===== src/rtl/act_seq_pkg.sv =====
// constants and types shared by the loop activation sequencer and its timer
// assumes a single 50 MHz clock domain
package act_seq_pkg;

	// ------------------------------------------------------------
	// timing
	// ------------------------------------------------------------
	localparam int CLK_HZ = 50_000_000;
	localparam int T_ACT_S = 15;
	localparam int T_RESYNC_MS = 480;
	localparam int T_SILENCE_MS = 40;
	localparam int ACT_CYCLES = T_ACT_S * CLK_HZ;
	localparam int RESYNC_CYCLES = T_RESYNC_MS * (CLK_HZ / 1000);
	localparam int SILENCE_CYCLES = T_SILENCE_MS * (CLK_HZ / 1000);
	localparam int TMR_W = 30;

	// ------------------------------------------------------------
	// command and indication codes
	// ------------------------------------------------------------
	localparam logic [3:0] CMD_PUP_DR = 4'h0;
	localparam logic [3:0] CMD_RES = 4'h1;
	localparam logic [3:0] CMD_FA0 = 4'h4;
	localparam logic [3:0] CMD_PDN = 4'h5;
	localparam logic [3:0] CMD_AR = 4'h8;
	localparam logic [3:0] CMD_AC = 4'hC;
	localparam logic [3:0] CMD_DC = 4'hF;
	localparam logic [3:0] CMD_RESET = 4'hF;
	localparam logic [3:0] IND_DP_LSD = 4'h0;
	localparam logic [3:0] IND_EI = 4'h4;
	localparam logic [3:0] IND_SYNC = 4'h6;
	localparam logic [3:0] IND_AP = 4'h8;
	localparam logic [3:0] IND_AI = 4'hC;
	localparam logic [3:0] IND_DI = 4'hF;
	localparam logic [3:0] IND_RESET = 4'hF;

	// ------------------------------------------------------------
	// register map
	// ------------------------------------------------------------
	localparam int ADDR_W = 4;
	localparam logic [3:0] ADDR_ACT_CTRL = 4'h0;
	localparam logic [3:0] ADDR_ACT_IND = 4'h1;
	localparam logic [3:0] ADDR_CONFIG = 4'h2;
	localparam logic [3:0] ADDR_STATUS = 4'h3;
	localparam int CFG_W = 5;
	localparam int CFG_NT_BIT = 0;
	localparam int CFG_BP2_BIT = 1;
	localparam int CFG_TDIS_BIT = 2;
	localparam int CFG_SAIF_BIT = 3;
	localparam int CFG_CSO_BIT = 4;
	localparam logic [4:0] CFG_RESET = 5'h08;
	localparam int ST_WARM_BIT = 7;
	localparam int ST_PWR_BIT = 6;
	localparam int ST_TX_BIT = 5;

	// ------------------------------------------------------------
	// validation and send counts
	// ------------------------------------------------------------
	localparam logic [2:0] NT_VALID_LAST = 3'h2;
	localparam logic [2:0] DEA_VALID_LAST = 3'h2;
	localparam logic [2:0] DEA_SEND_LAST = 3'h3;

	typedef enum logic [3:0] {
		ST_POWER_DOWN,
		ST_RESET,
		ST_ACTIVATING,
		ST_BP2_HOLD,
		ST_NT_WAIT_AC,
		ST_NT_VALIDATE,
		ST_ACTIVE,
		ST_RESYNC,
		ST_LT_DEACT,
		ST_NT_DEACT,
		ST_SILENCE,
		ST_FAIL
	} seq_state_e;

endpackage


===== src/rtl/activation_timer.sv =====
// loadable down counter used for every sequencer time-out
// assumes one clock; load wins over stop, one-cycle expiry pulse
`timescale 1ns/1ps
`default_nettype none
module activation_timer (
	input wire logic clock_in,
	input wire logic arst_n_in,
	input wire logic ce_in,
	input wire logic load_in,
	input wire logic stop_in,
	input wire logic [act_seq_pkg::TMR_W-1:0] load_value_in,
	output logic running_out,
	output logic expired_out
);
	logic [act_seq_pkg::TMR_W-1:0] count_reg;

	always_ff @(posedge clock_in or negedge arst_n_in)
	begin
		if (!arst_n_in)
		begin
			count_reg <= '0;
			running_out <= 1'b0;
			expired_out <= 1'b0;
		end
		else if (ce_in)
		begin
			expired_out <= 1'b0;
			if (load_in)
			begin
				count_reg <= load_value_in;
				running_out <= 1'b1;
			end
			else if (stop_in)
				running_out <= 1'b0;
			else if (running_out)
			begin
				if (count_reg <= act_seq_pkg::TMR_W'(1))
				begin
					running_out <= 1'b0;
					expired_out <= 1'b1;
				end
				count_reg <= count_reg - act_seq_pkg::TMR_W'(1);
			end
		end
	end
endmodule
`default_nettype wire


===== src/rtl/u_loop_activation_sequencer.sv =====
// activation / deactivation sequencer of a U-loop transceiver, LT or NT role
// assumes receiver status inputs come from on-chip logic on clock_in
//
// Behaviour
// first activation after power-on is a cold start, up to 15 s.
// activation after proper deactivation with power kept is a warm start.
// internal timers of 15 s, 480 ms and 40 ms at their phases.
// software can disable the 15 s timer to use its own time-out.
// LT: wake tone raises pending; when powered down the detect pin goes low.
// software programs configuration and powers up before activating.
// LT: activation request proceeds and starts the 15 s timer.
// LT: superframe sync on SN3 sets act to 1 and reports activation done.
// LT: 15 s expiry reports error then deactivated, back to full reset.
// breakpoint two holds act at 0 after sync until activation complete.
// LT: deactivation request sends dea 0; far-end silence reports deactivated.
// NT: wake tone raises line detect; when powered down the pin goes low.
// NT: activation request proceeds automatically and starts the 15 s timer.
// NT: sync on SL2 reports pending and sends SN3 with act 0.
// NT: software writes activation complete to send act 1.
// NT: activation done only after act 1 seen in 3 superframes.
// NT: 15 s expiry reports error then deactivated, back to full reset.
// NT: dea 0 seen in 3 consecutive superframes raises deactivation pending.
// NT: far-end loss stops transmission, then reset and deactivated.
// software programs the cold-start-only bit to 0.
// software selects line interface: 1 standard (default), 0 alternative.
// LT: deactivation sends dea 0 in 4 superframes before stopping.
// sync loss reports error, closes channels, retries 480 ms, then resets.
// command register returns to 0x0F at reset, deactivation and failure.
//
// Design decisions made here: the address-and-strobe port and the placing of the registers.
`timescale 1ns/1ps
`default_nettype none
module u_loop_activation_sequencer #(
	parameter int ACT_CYCLES = act_seq_pkg::ACT_CYCLES,
	parameter int RESYNC_CYCLES = act_seq_pkg::RESYNC_CYCLES,
	parameter int SILENCE_CYCLES = act_seq_pkg::SILENCE_CYCLES
) (
	input wire logic clock_in,
	input wire logic arst_n_in,
	input wire logic ce_in,
	input wire logic [act_seq_pkg::ADDR_W-1:0] addr_in,
	input wire logic [7:0] wdata_in,
	input wire logic wr_in,
	input wire logic rd_in,
	output logic [7:0] rdata_out,
	input wire logic wake_tone_in,
	input wire logic rx_signal_in,
	input wire logic rx_sync_in,
	input wire logic rx_sf_in,
	input wire logic rx_act_in,
	input wire logic rx_dea_in,
	output logic tx_enable_out,
	output logic tx_act_out,
	output logic tx_dea_out,
	output logic tx_cso_out,
	output logic saif_out,
	output logic channels_open_out,
	output logic powered_out,
	output logic warm_start_out,
	output logic line_signal_detect_n_out,
	output logic [3:0] ind_out,
	output logic ind_strobe_out
);
	// ------------------------------------------------------------
	// declarations
	// ------------------------------------------------------------
	act_seq_pkg::seq_state_e state_reg, state_next;
	logic [3:0] cmd_reg;
	logic [act_seq_pkg::CFG_W-1:0] cfg_reg;
	logic [2:0] cnt_reg, cnt_next;
	logic warm_reg;
	logic cmd_wr;
	logic [3:0] cmd;
	logic nt_mode, bp2_en, tdis;
	logic ind_set;
	logic [3:0] ind_val;
	logic cmd_reinit, warm_set, warm_clr;
	logic tmr_load, tmr_stop, tmr_expired;
	logic [act_seq_pkg::TMR_W-1:0] tmr_value;
	logic act_timeout, sync_lost, in_sync_state;

	assign cmd_wr = wr_in && (addr_in == act_seq_pkg::ADDR_ACT_CTRL);
	assign cmd = wdata_in[3:0];
	assign nt_mode = cfg_reg[act_seq_pkg::CFG_NT_BIT];
	assign bp2_en = cfg_reg[act_seq_pkg::CFG_BP2_BIT];
	assign tdis = cfg_reg[act_seq_pkg::CFG_TDIS_BIT];
	// the 15 s limit is ignored while disabled, software times out instead
	assign act_timeout = tmr_expired && !tdis;
	assign in_sync_state = (state_reg == act_seq_pkg::ST_BP2_HOLD)
		|| (state_reg == act_seq_pkg::ST_NT_WAIT_AC)
		|| (state_reg == act_seq_pkg::ST_NT_VALIDATE)
		|| (state_reg == act_seq_pkg::ST_ACTIVE);
	assign sync_lost = in_sync_state && !rx_sync_in;

	activation_timer u_timer (
		.clock_in(clock_in),
		.arst_n_in(arst_n_in),
		.ce_in(ce_in),
		.load_in(tmr_load),
		.stop_in(tmr_stop),
		.load_value_in(tmr_value),
		.running_out(),
		.expired_out(tmr_expired)
	);

	// ------------------------------------------------------------
	// sequencer
	// ------------------------------------------------------------
	always_comb
	begin
		state_next = state_reg;
		cnt_next = cnt_reg;
		ind_set = 1'b0;
		ind_val = ind_out;
		cmd_reinit = 1'b0;
		warm_set = 1'b0;
		warm_clr = 1'b0;
		tmr_load = 1'b0;
		tmr_stop = 1'b0;
		tmr_value = act_seq_pkg::TMR_W'(ACT_CYCLES);
		case (state_reg)
			act_seq_pkg::ST_POWER_DOWN:
			begin
				if (wake_tone_in && ind_out != (nt_mode ? act_seq_pkg::IND_DP_LSD
					: act_seq_pkg::IND_AP))
				begin
					ind_set = 1'b1;
					ind_val = nt_mode ? act_seq_pkg::IND_DP_LSD : act_seq_pkg::IND_AP;
				end
				if (cmd_wr && cmd == act_seq_pkg::CMD_PUP_DR)
					state_next = act_seq_pkg::ST_RESET;
			end
			act_seq_pkg::ST_RESET:
			begin
				if (wake_tone_in && ind_out != (nt_mode ? act_seq_pkg::IND_DP_LSD
					: act_seq_pkg::IND_AP))
				begin
					ind_set = 1'b1;
					ind_val = nt_mode ? act_seq_pkg::IND_DP_LSD : act_seq_pkg::IND_AP;
				end
				if (cmd_wr && cmd == act_seq_pkg::CMD_AR)
				begin
					// warm_start_out tells the DSP whether to keep its coefficients
					state_next = act_seq_pkg::ST_ACTIVATING;
					tmr_load = 1'b1;
				end
				else if (cmd_wr && cmd == act_seq_pkg::CMD_DC)
					state_next = act_seq_pkg::ST_POWER_DOWN;
			end
			act_seq_pkg::ST_ACTIVATING:
			begin
				if (act_timeout)
					state_next = act_seq_pkg::ST_FAIL;
				else if (rx_sync_in && nt_mode)
				begin
					state_next = act_seq_pkg::ST_NT_WAIT_AC;
					ind_set = 1'b1;
					ind_val = act_seq_pkg::IND_AP;
				end
				else if (rx_sync_in && bp2_en)
				begin
					state_next = act_seq_pkg::ST_BP2_HOLD;
					ind_set = 1'b1;
					ind_val = act_seq_pkg::IND_SYNC;
					tmr_stop = 1'b1;
				end
				else if (rx_sync_in)
				begin
					state_next = act_seq_pkg::ST_ACTIVE;
					ind_set = 1'b1;
					ind_val = act_seq_pkg::IND_AI;
					tmr_stop = 1'b1;
				end
			end
			act_seq_pkg::ST_BP2_HOLD:
			begin
				if (cmd_wr && cmd == act_seq_pkg::CMD_AC)
				begin
					state_next = act_seq_pkg::ST_ACTIVE;
					ind_set = 1'b1;
					ind_val = act_seq_pkg::IND_AI;
				end
			end
			act_seq_pkg::ST_NT_WAIT_AC:
			begin
				if (act_timeout)
					state_next = act_seq_pkg::ST_FAIL;
				else if (cmd_wr && cmd == act_seq_pkg::CMD_AC)
				begin
					state_next = act_seq_pkg::ST_NT_VALIDATE;
					cnt_next = 3'h0;
				end
			end
			act_seq_pkg::ST_NT_VALIDATE:
			begin
				if (act_timeout)
					state_next = act_seq_pkg::ST_FAIL;
				else if (rx_sf_in && !rx_act_in)
					cnt_next = 3'h0;
				else if (rx_sf_in && cnt_reg == act_seq_pkg::NT_VALID_LAST)
				begin
					state_next = act_seq_pkg::ST_ACTIVE;
					ind_set = 1'b1;
					ind_val = act_seq_pkg::IND_AI;
					tmr_stop = 1'b1;
				end
				else if (rx_sf_in)
					cnt_next = cnt_reg + 3'h1;
			end
			act_seq_pkg::ST_ACTIVE:
			begin
				if (!nt_mode && cmd_wr && cmd == act_seq_pkg::CMD_PUP_DR)
				begin
					state_next = act_seq_pkg::ST_LT_DEACT;
					cnt_next = 3'h0;
				end
				else if (!nt_mode && cmd_wr && cmd == act_seq_pkg::CMD_FA0)
					state_next = act_seq_pkg::ST_BP2_HOLD;
				else if (nt_mode && rx_sf_in && rx_dea_in)
					cnt_next = 3'h0;
				else if (nt_mode && rx_sf_in && cnt_reg == act_seq_pkg::DEA_VALID_LAST)
				begin
					state_next = act_seq_pkg::ST_NT_DEACT;
					ind_set = 1'b1;
					ind_val = act_seq_pkg::IND_DP_LSD;
				end
				else if (nt_mode && rx_sf_in)
					cnt_next = cnt_reg + 3'h1;
			end
			act_seq_pkg::ST_RESYNC:
			begin
				if (tmr_expired || !rx_signal_in)
				begin
					state_next = act_seq_pkg::ST_RESET;
					ind_set = 1'b1;
					ind_val = act_seq_pkg::IND_DI;
					cmd_reinit = 1'b1;
					warm_clr = 1'b1;
					tmr_stop = 1'b1;
				end
				else if (rx_sync_in)
				begin
					state_next = act_seq_pkg::ST_ACTIVE;
					ind_set = 1'b1;
					ind_val = act_seq_pkg::IND_AI;
					tmr_stop = 1'b1;
				end
			end
			act_seq_pkg::ST_LT_DEACT:
			begin
				if (rx_sf_in && cnt_reg == act_seq_pkg::DEA_SEND_LAST)
				begin
					state_next = act_seq_pkg::ST_SILENCE;
					tmr_load = 1'b1;
					tmr_value = act_seq_pkg::TMR_W'(SILENCE_CYCLES);
				end
				else if (rx_sf_in)
					cnt_next = cnt_reg + 3'h1;
			end
			act_seq_pkg::ST_NT_DEACT:
			begin
				if (!rx_signal_in)
				begin
					state_next = act_seq_pkg::ST_SILENCE;
					tmr_load = 1'b1;
					tmr_value = act_seq_pkg::TMR_W'(SILENCE_CYCLES);
				end
			end
			act_seq_pkg::ST_SILENCE:
			begin
				// far end must stay quiet for 40 ms; any signal restarts the wait
				tmr_value = act_seq_pkg::TMR_W'(SILENCE_CYCLES);
				if (rx_signal_in)
					tmr_load = 1'b1;
				else if (tmr_expired)
				begin
					state_next = act_seq_pkg::ST_RESET;
					ind_set = 1'b1;
					ind_val = act_seq_pkg::IND_DI;
					cmd_reinit = 1'b1;
					warm_set = 1'b1;
				end
			end
			act_seq_pkg::ST_FAIL:
			begin
				state_next = act_seq_pkg::ST_RESET;
				ind_set = 1'b1;
				ind_val = act_seq_pkg::IND_DI;
				cmd_reinit = 1'b1;
				warm_clr = 1'b1;
			end
			default:
				state_next = act_seq_pkg::ST_RESET;
		endcase
		// events that override the per-state decisions
		if (state_next == act_seq_pkg::ST_FAIL)
		begin
			ind_set = 1'b1;
			ind_val = act_seq_pkg::IND_EI;
			tmr_stop = 1'b1;
		end
		if (sync_lost)
		begin
			state_next = act_seq_pkg::ST_RESYNC;
			ind_set = 1'b1;
			ind_val = act_seq_pkg::IND_EI;
			tmr_load = 1'b1;
			tmr_value = act_seq_pkg::TMR_W'(RESYNC_CYCLES);
		end
		if (cmd_wr && cmd == act_seq_pkg::CMD_RES
			&& state_reg != act_seq_pkg::ST_POWER_DOWN)
		begin
			state_next = act_seq_pkg::ST_RESET;
			warm_clr = 1'b1;
			tmr_stop = 1'b1;
			tmr_load = 1'b0;
		end
		if (cmd_wr && cmd == act_seq_pkg::CMD_PDN)
		begin
			state_next = act_seq_pkg::ST_POWER_DOWN;
			tmr_stop = 1'b1;
			tmr_load = 1'b0;
		end
		if (state_next != state_reg)
		begin
			if (state_next != act_seq_pkg::ST_NT_VALIDATE
				&& state_next != act_seq_pkg::ST_LT_DEACT)
				cnt_next = 3'h0;
		end
	end

	always_ff @(posedge clock_in or negedge arst_n_in)
	begin
		if (!arst_n_in)
		begin
			state_reg <= act_seq_pkg::ST_POWER_DOWN;
			cnt_reg <= 3'h0;
		end
		else if (ce_in)
		begin
			state_reg <= state_next;
			cnt_reg <= cnt_next;
		end
	end

	// ------------------------------------------------------------
	// indications and start type
	// ------------------------------------------------------------
	always_ff @(posedge clock_in or negedge arst_n_in)
	begin
		if (!arst_n_in)
		begin
			ind_out <= act_seq_pkg::IND_RESET;
			ind_strobe_out <= 1'b0;
		end
		else if (ce_in)
		begin
			ind_strobe_out <= ind_set;
			if (ind_set)
				ind_out <= ind_val;
		end
	end

	// power-on clears it, so the first activation is always cold
	always_ff @(posedge clock_in or negedge arst_n_in)
	begin
		if (!arst_n_in)
			warm_reg <= 1'b0;
		else if (ce_in)
		begin
			if (warm_clr)
				warm_reg <= 1'b0;
			else if (warm_set)
				warm_reg <= 1'b1;
		end
	end

	// ------------------------------------------------------------
	// line side outputs
	// ------------------------------------------------------------
	always_ff @(posedge clock_in or negedge arst_n_in)
	begin
		if (!arst_n_in)
		begin
			tx_enable_out <= 1'b0;
			tx_act_out <= 1'b0;
			tx_dea_out <= 1'b1;
			channels_open_out <= 1'b0;
			powered_out <= 1'b0;
		end
		else if (ce_in)
		begin
			tx_enable_out <= !(state_next == act_seq_pkg::ST_POWER_DOWN
				|| state_next == act_seq_pkg::ST_RESET
				|| state_next == act_seq_pkg::ST_SILENCE
				|| state_next == act_seq_pkg::ST_FAIL);
			tx_act_out <= (state_next == act_seq_pkg::ST_ACTIVE)
				|| (state_next == act_seq_pkg::ST_NT_VALIDATE);
			tx_dea_out <= (state_next != act_seq_pkg::ST_LT_DEACT);
			channels_open_out <= (state_next == act_seq_pkg::ST_ACTIVE);
			powered_out <= (state_next != act_seq_pkg::ST_POWER_DOWN);
		end
	end

	// detect pin is only pulled while powered down; power-up releases it
	always_ff @(posedge clock_in or negedge arst_n_in)
	begin
		if (!arst_n_in)
			line_signal_detect_n_out <= 1'b1;
		else if (ce_in)
		begin
			if (state_reg != act_seq_pkg::ST_POWER_DOWN)
				line_signal_detect_n_out <= 1'b1;
			else if (wake_tone_in)
				line_signal_detect_n_out <= 1'b0;
		end
	end

	// ------------------------------------------------------------
	// register port
	// ------------------------------------------------------------
	// a hardware re-initialisation wins over a same-cycle write
	always_ff @(posedge clock_in or negedge arst_n_in)
	begin
		if (!arst_n_in)
			cmd_reg <= act_seq_pkg::CMD_RESET;
		else if (ce_in)
		begin
			if (cmd_reinit)
				cmd_reg <= act_seq_pkg::CMD_RESET;
			else if (cmd_wr)
				cmd_reg <= cmd;
		end
	end

	always_ff @(posedge clock_in or negedge arst_n_in)
	begin
		if (!arst_n_in)
			cfg_reg <= act_seq_pkg::CFG_RESET;
		else if (ce_in && wr_in && addr_in == act_seq_pkg::ADDR_CONFIG)
			cfg_reg <= wdata_in[act_seq_pkg::CFG_W-1:0];
	end

	always_ff @(posedge clock_in or negedge arst_n_in)
	begin
		if (!arst_n_in)
			rdata_out <= 8'h00;
		else if (ce_in)
		begin
			rdata_out <= 8'h00;
			if (rd_in)
			begin
				case (addr_in)
					act_seq_pkg::ADDR_ACT_CTRL: rdata_out <= {4'h0, cmd_reg};
					act_seq_pkg::ADDR_ACT_IND: rdata_out <= {4'h0, ind_out};
					act_seq_pkg::ADDR_CONFIG: rdata_out <= {3'h0, cfg_reg};
					act_seq_pkg::ADDR_STATUS: rdata_out <= {warm_reg, powered_out,
						tx_enable_out, 1'b0, state_reg};
					default: rdata_out <= 8'h00;
				endcase
			end
		end
	end

	assign warm_start_out = warm_reg;
	assign tx_cso_out = cfg_reg[act_seq_pkg::CFG_CSO_BIT];
	assign saif_out = cfg_reg[act_seq_pkg::CFG_SAIF_BIT];
endmodule
`default_nettype wire


===== config.mk =====
export PLATFORM = sky130hd
export DESIGN_NAME = u_loop_activation_sequencer
export DESIGN_NICKNAME = d
export VERILOG_FILES = /design/src/rtl/act_seq_pkg.sv /design/src/rtl/activation_timer.sv /design/src/rtl/u_loop_activation_sequencer.sv
export SDC_FILE = /design/constraint.sdc
export NUM_CORES = 1
export LEC_CHECK = 0
export ABC_AREA = 0
export BUFFER_PORTS_ARGS = -buffer_cell sky130_fd_sc_hd__buf_2
export CAP_MARGIN = 20
export CORE_MARGIN = 2
export CORE_UTILIZATION = 35
export DETAILED_ROUTE_END_ITERATION = 16
export PLACE_DENSITY = 0.54
export SYNTH_ARGS = -nofsm -noshare
export SYNTH_HDL_FRONTEND = slang
export SYNTH_SLANG_ARGS = --single-unit

===== constraint.sdc =====
create_clock -name clock_in -period 4.1 [get_ports clock_in]
set_input_delay 0.82 -clock clock_in [delete_from_list [all_inputs] [get_ports clock_in]]
set_output_delay 0.82 -clock clock_in [all_outputs]
set_load 0.05 [all_outputs]

==> run summary, run 1 <==
Critical path peak fanout = 34
EDFF count, synth = 0
H-tree lvl count = 3
Clk sinks = 68
Clock buffer depth = 2
Synth warn = 0
Die W = 122 um
Worst path buffer plus inverter count = 2
Yosys top cell area share = 29.5%
Top FF cell, synth = dfrtp_1
Critical path depth in cells = 9
Die height = 122 um
FF-to-FF End = u_timer.count_reg[21]$_DFFE_PN0P_
Setup crit end kind = register
I/O pin count = 45
Largest net degree at the start of global routing = 40
Row count = 42
Slew margin rel. = 40.1%
Multi-input combinational cell area = 2860 um^2
TritonCTS buffer count = 9
Placed Cells = 754
Area after DPL = 5190 um^2
Cell Area, Synth = 4830 um^2
FMAX = 0.304 GHz
Worst Skew = 0.00696 ns
Syn avg cell area = 8.68 um^2
Post-DRT Antenna Nets = 0
Via/cell ratio = 5.73
CTS clock-pin slew for the worst setup and hold paths = 0.06 ns
Flip-flop count of the largest register after layout = 30
Worst Path Arrival = 3.53 ns
Tot GR Track Use = 19.6%
Vias in the first global route = 4371
Final Cell Area = 5560 um^2
Port Buf Inserts = 41
Final Wtd Congestion = 0.940
Fillers = 1326
Max cap viols = 0
Internal reg-to-reg setup slack = 0.81 ns
Leak = 2.24 nW
GRT overflow = 0
Drt total wl = 13.6 mm
Post-CTS Resized = 0
First-pass GRT wire length = 22.6 mm
Worst R2R Start = state_reg[2]$_DFFE_PN0P_
Sequential share of the synthesized area = 35.5%
Ys async rst share = 100%
FF/Latch Area = 1720 um^2
Synth unique cells = 83
Post-synth top area cell = dfrtp_1
WHS = 0.479 ns
Post-layout net count = 617
CP delay by family, top = simple AND/OR/NAND/NOR gates
Initial antenna violation count = 1
#FFs+latches synth = 68
Area delta synth->final = 15.1%
Worst vdd ir = 0.373 mV
Min-Delay Path Depth = 2
Crit path kind = reg2reg
# setup viols final = 0
Post-Syn Instances = 557
Worst slew pin tran = 0.899 ns
HPWL after detailed placement = 9.90 mm
Die ar. = 14800 um^2
Non-filler instance count after layout = 770
RSZ-0062 raised after global routing = no
Cell Chain, Critical Path = inv_1, nor2_1, nand2_1, a311oi_1, or3_1, nor2b_1, buf_4, nor2_1, o22a_1
N_diodes = 0
Root Buffer = clkbuf_16
Cell mode on critical path = nor2_1
Setup_tns = 0 ns
Setup crit start = state_reg[2]$_DFFE_PN0P_
CTS Hold Bufs = 0
1st-iter DRT viols = 266
Placement Setup Slack = 0.701 ns
Ranking of synthesized cells by area = dfrtp_1 30%, dfstp_2 6.0%, o21ai_0 5.0%, nor2_1 5.0%, a21oi_1 3.5%
Via Count = 4415
CP Data Required Time = 4.33 ns
CP Launch Type = register
Core area = 13300 um^2
Critical-path top delay cell = dfrtp_1
Hold/Removal Path Class = reg2reg
Hold_sp = line_signal_detect_n_out$_DFFE_PN1P_
Fin crit share = 80.4%
Tmin final = 3.29 ns
Status = finished, final reports clean
Max Slew Vio Count = 0
Worst setup endpoint = u_timer.count_reg[21]$_DFFE_PN0P_
Worst path max stage delay = 0.79 ns
TritonCTS clock tree = yes
Initial Utilization = 36.2%
Final Hold Vio Count = 0
Worst skew pair latency = 0.34 ns
Syn_nets = 585
Setup fix buffers added after clock tree synthesis = 0
# DRC = 0
DR WL/cell = 17.7 um
Cell Pwr Density = 676 nW/um^2
Layout cell share with drive strength beyond 1 = 18.9%
Reg2reg path depth = 9
Smallest setup slack after layout = 0.806 ns
Pre-Repair DR Iteration Count = 5
[how the worst min path moves through the flow]
stage,slack [ns],to
final,0.48,line_signal_detect_n_out$_DFFE_PN1P_
after global routing,0.50,rdata_out[3]$_DFFE_PN0P_
after CTS,0.49,line_signal_detect_n_out$_DFFE_PN1P_
after detailed placement,0.47,rdata_out[1]$_DFFE_PN0P_
after global placement,0.47,u_timer.running_out$_DFFE_PN0P_
after floorplan,0.45,u_timer.running_out$_DFFE_PN0P_
[placed cells by master, fill, tap and decap left out, types with 17 or more instances in the layout]
| cell type | Yosys | layout |
|---|---|---|
| nor2_1 | 64 | 64 |
| dfrtp_1 | 57 | 57 |
| o21ai_0 | 48 | 48 |
| buf_2 | 13 | 41 |
| nand2_1 | 36 | 36 |
| a21oi_1 | 34 | 34 |
| inv_1 | 25 | 25 |
| nor3_1 | 21 | 21 |
| nand3_1 | 19 | 19 |
| nand2b_1 | 17 | 17 |
[worst register-to-register path, cell delays in order, from the launching register on]
cell      delay (ns)
dfrtp_1         0.79
inv_1           0.31
nor2_1          0.33
nand2_1         0.11
a311oi_1        0.42
or3_1           0.47
nor2b_1         0.19
buf_4           0.30
nor2_1          0.10
o22a_1          0.18
[routing by layer]
layer,part of all wire (%),track usage (%),vias to the layer above
li1,-,-,2114
met1,46,25.5,2136
met2,47,32.2,136
met3,4.9,4.03,29
met4,2.3,7.40,0
met5,0,0,-
[stage by stage]
step	util [%]	power, mW
floorplan	-	2.39
global placement	38.9	2.78
CTS	41.7	3.79
detailed placement	38.9	2.81
global route	41.7	4.03
finish	41.7	3.76
[area by class of cell]
cell class | count | area share [%]
inverter | 26 | 1.75
timing repair buffer | 53 | 5.31
clock inverter | 3 | 1.62
multi-input combinational | 431 | 51.5
clock buffer | 13 | 5.04
tap | 176 | 3.96
sequential | 68 | 30.8
[cell usage after synthesis (4+ instances only)]
| master | number |
|---|---|
| and2_1 | 6 |
| nand3_1 | 19 |
| o2bb2ai_1 | 8 |
| mux4_1 | 4 |
| o31ai_1 | 4 |
| clkbuf_1 | 11 |
| a31oi_1 | 9 |
| nand3b_1 | 4 |
| nor3_1 | 21 |
| nor2_1 | 64 |
| or3_1 | 8 |
| buf_2 | 13 |
| dfrtp_1 | 57 |
| a21oi_1 | 34 |
| ha_1 | 5 |
| a21o_1 | 5 |
| nor2b_1 | 12 |
| nand2b_1 | 17 |
| o22a_1 | 5 |
| nor4_1 | 7 |
| mux2_2 | 7 |
| nand2_1 | 36 |
| o21ai_0 | 48 |
| nand4_1 | 5 |
| o22ai_1 | 6 |
| o21a_1 | 4 |
| xnor2_1 | 15 |
| inv_1 | 25 |
| dfstp_2 | 11 |
[logic make-up (layout without fill, tap and decap cells)]
logic type | after synthesis | in the layout | synth area share, %
and+or+nand+nor | 233 | 233 | 27.6
buffers and inverters | 58 | 95 | 5.28
adders and majority gates | 5 | 5 | 1.29
muxes | 14 | 14 | 4.53
xor gates and xnor gates | 15 | 15 | 2.72
AOI/OAI and AO/OA | 164 | 164 | 23.1
DFF | 68 | 68 | 35.5
[where the power goes]
part           total, mW  leakage [nW]  switching, mW  internal [mW]
registers           1.14         0.841          0.255          0.886
clock network      0.956         0.182          0.296          0.661
logic               1.66          1.21           1.02          0.643
total               3.76          2.24           1.57           2.19
No activity file was read; power rests on OpenSTA's default activity.
==> inputs of run 2 (changes only) <==
--- a/config.mk
+++ b/config.mk
@@ -11,7 +11,7 @@
 export CORE_MARGIN = 2
 export CORE_UTILIZATION = 35
 export DETAILED_ROUTE_END_ITERATION = 16
-export PLACE_DENSITY = 0.54
+export PLACE_DENSITY = 0.56
 export SYNTH_ARGS = -nofsm -noshare
 export SYNTH_HDL_FRONTEND = slang
 export SYNTH_SLANG_ARGS = --single-unit
==> constraint.sdc (replaced) <==
create_clock -name clock_in -period 2.8 [get_ports clock_in]
set_input_delay 0.56 -clock clock_in [delete_from_list [all_inputs] [get_ports clock_in]]
set_output_delay 0.56 -clock clock_in [all_outputs]
set_load 0.05 [all_outputs]
==> run summary, run 2 (same netlist as run 1, synthesis figures left out) <==
Status = finished, final reports clean
# setup viols final = 0 (unchanged)
CTS Hold Bufs = 0 (unchanged)
Critical path peak fanout = 23 (-32%)
Tot GR Track Use = 20.6% (+0.95 points)
Die ar. = 14800 um^2 (unchanged)
Worst Skew = 0.00447 ns (-0.00249 ns)
Tmin final = 2.68 ns (-0.613 ns)
Worst Path Arrival = 2.90 ns (-0.63 ns)
GR peak layer = met2
Area delta synth->final = 24.1%
# DRC = 0 (unchanged)
CP Data Required Time = 3.02 ns (-1.31 ns)
Most frequent cells in the layout = 64 x nor2_1, 56 x dfrtp_1, 55 x buf_4
Largest net degree at the start of global routing = 42 (+5.0%)
Row count = 42 (unchanged)
CP Launch Type = register
Worst skew pair latency = 0.34 ns (about the same)
FF/Latch Area = 1720 um^2 (about the same)
Clk sinks = 68 (unchanged)
Final Wtd Congestion = 0.920 (-2.0%)
Hold/Removal Path Class = in2async
Via Count = 4612 (+4.5%)
Drt total wl = 14.4 mm (+5.3%)
Clock buffer depth = 2 (unchanged)
Initial antenna violation count = 0 (-1)
N_diodes = 0 (unchanged)
Root Buffer = clkbuf_16
Pre-Repair DR Iteration Count = 4 (-1)
Commonest non-fill, non-tap cell in the layout = nor2_1
Die height = 122 um (unchanged)
Cell Pwr Density = 963 nW/um^2 (+42%)
FMAX = 0.373 GHz (+23%)
HPWL after detailed placement = 10.7 mm (+7.6%)
Met1 Use GR = 27.0% (+1.5 points)
Reg2reg path depth = 10 (+1)
Setup crit end kind = register
Met2 usage = 32.7% (+0.53 points)
WHS = 0.240 ns (-0.239 ns)
Leak = 2.50 nW (+12%)
Power, Total = 5.78 mW (+54%)
TritonCTS clock tree = yes
DR WL/cell = 17.5 um (-0.97%)
Met3 Use GR = 4.54% (+0.51 points)
I/O pin count = 45 (unchanged)
1st-iter DRT viols = 267 (+0.38%)
Slew margin rel. = 56.0% (+16 points)
Worst vdd ir = 0.476 mV (+28%)
Post-layout net count = 666 (+7.9%)
Initial Utilization = 36.2% (unchanged)
Fillers = 1292 (-2.6%)
Crit path kind = reg2reg
H-tree lvl count = 3 (unchanged)
Flip-flop count of the largest register after layout = 30 (unchanged)
Die W = 122 um (unchanged)
Via/cell ratio = 5.63 (-1.8%)
GRT overflow = 0 (unchanged)
Final Hold Vio Count = 0 (unchanged)
Worst slew pin tran = 0.660 ns (-0.239 ns)
CTS clock-pin slew for the worst setup and hold paths = 0.06 ns (about the same)
Max Slew Vio Count = 0 (unchanged)
Multi-input combinational cell area = 2890 um^2 (+1.0%)
Core area = 13300 um^2 (unchanged)
Fin crit share = 95.8% (+15 points)
Vias in the first global route = 4607 (+5.4%)
Port Buf Inserts = 41 (unchanged)
TritonCTS buffer count = 9 (unchanged)
Post-DRT Antenna Nets = 0 (unchanged)
Area after DPL = 5620 um^2 (+8.2%)
Final Cell Area = 6000 um^2 (+7.9%)
Max cap viols = 0 (unchanged)
First-pass GRT wire length = 23.7 mm (+4.7%)
Layout cell share with drive strength beyond 1 = 26.0% (+7.1 points)
run 2: area by class of cell:
cell class	count	area share [%]
inverters	26	1.63
multi-input cells	431	48.2
well taps	176	3.67
repair buffers	102	12.3
clock inverters	4	1.17
clock buffers	12	4.44
flip-flops and latches	68	28.6
run 2: final timing paths:
check | start | endpoint | slack (ns)
worst min register to register | line_signal_detect_n_out$_DFFE_PN1P_ | line_signal_detect_n_out$_DFFE_PN1P_ | 0.48
max in group asynchronous | arst_n_in | ind_out[0]$_DFFE_PN1P_ | 1.85
worst max register to register | state_reg[3]$_DFFE_PN0P_ | cnt_reg[0]$_DFFE_PN0P_ | 0.12
min in group clock_in | wdata_in[4] | cfg_reg[4]$_DFFE_PN0P_ | 0.45
worst min-delay path | arst_n_in | rdata_out[0]$_DFFE_PN0P_ | 0.24
worst max-delay path | state_reg[3]$_DFFE_PN0P_ | cnt_reg[0]$_DFFE_PN0P_ | 0.12
run 2: worst max-delay path: stages (launching register included):
cell and delay (ns):
dfrtp_1 0.40, buf_12 0.18, nor4_4 0.27, buf_4 0.18, xnor2_1 0.11, o32ai_1 0.13
a211oi_2 0.41, nand3_2 0.14, mux2_4 0.34, a221oi_4 0.29, o22ai_2 0.10
run 2: layer usage:
layer  up-vias  share of wire (%)
met5         -                  0
met4         0                2.8
met3        33                5.1
met2       133                 47
met1      2236                 45
li1       2210                  -
run 2: repair_timing:
action                                  in CTS  in global routing
endpoints found under the setup margin       0                 12
buffers inserted                             0                  2
gates resized for setup                      0                  6
run 2: per-stage QoR:
stage,setup WS (ns),std cells,utilization (%),setup TNS (ns)
after CTS,0.0110,817,44.6,0
final,0.118,819,45.0,0
after floorplan,0.0305,557,-,0
after global routing,-0.0265,819,45.0,-0.0301
after global placement,-0.0729,801,42.1,-0.239
after detailed placement,-0.0702,801,42.1,-0.195
run 2: power by group:
group / switching (mW) / total (mW) / internal [mW]
registers: 0.265 / 1.57 / 1.30
clock network: 0.427 / 1.28 / 0.849
logic: 1.70 / 2.93 / 1.23
total: 2.39 / 5.78 / 3.39
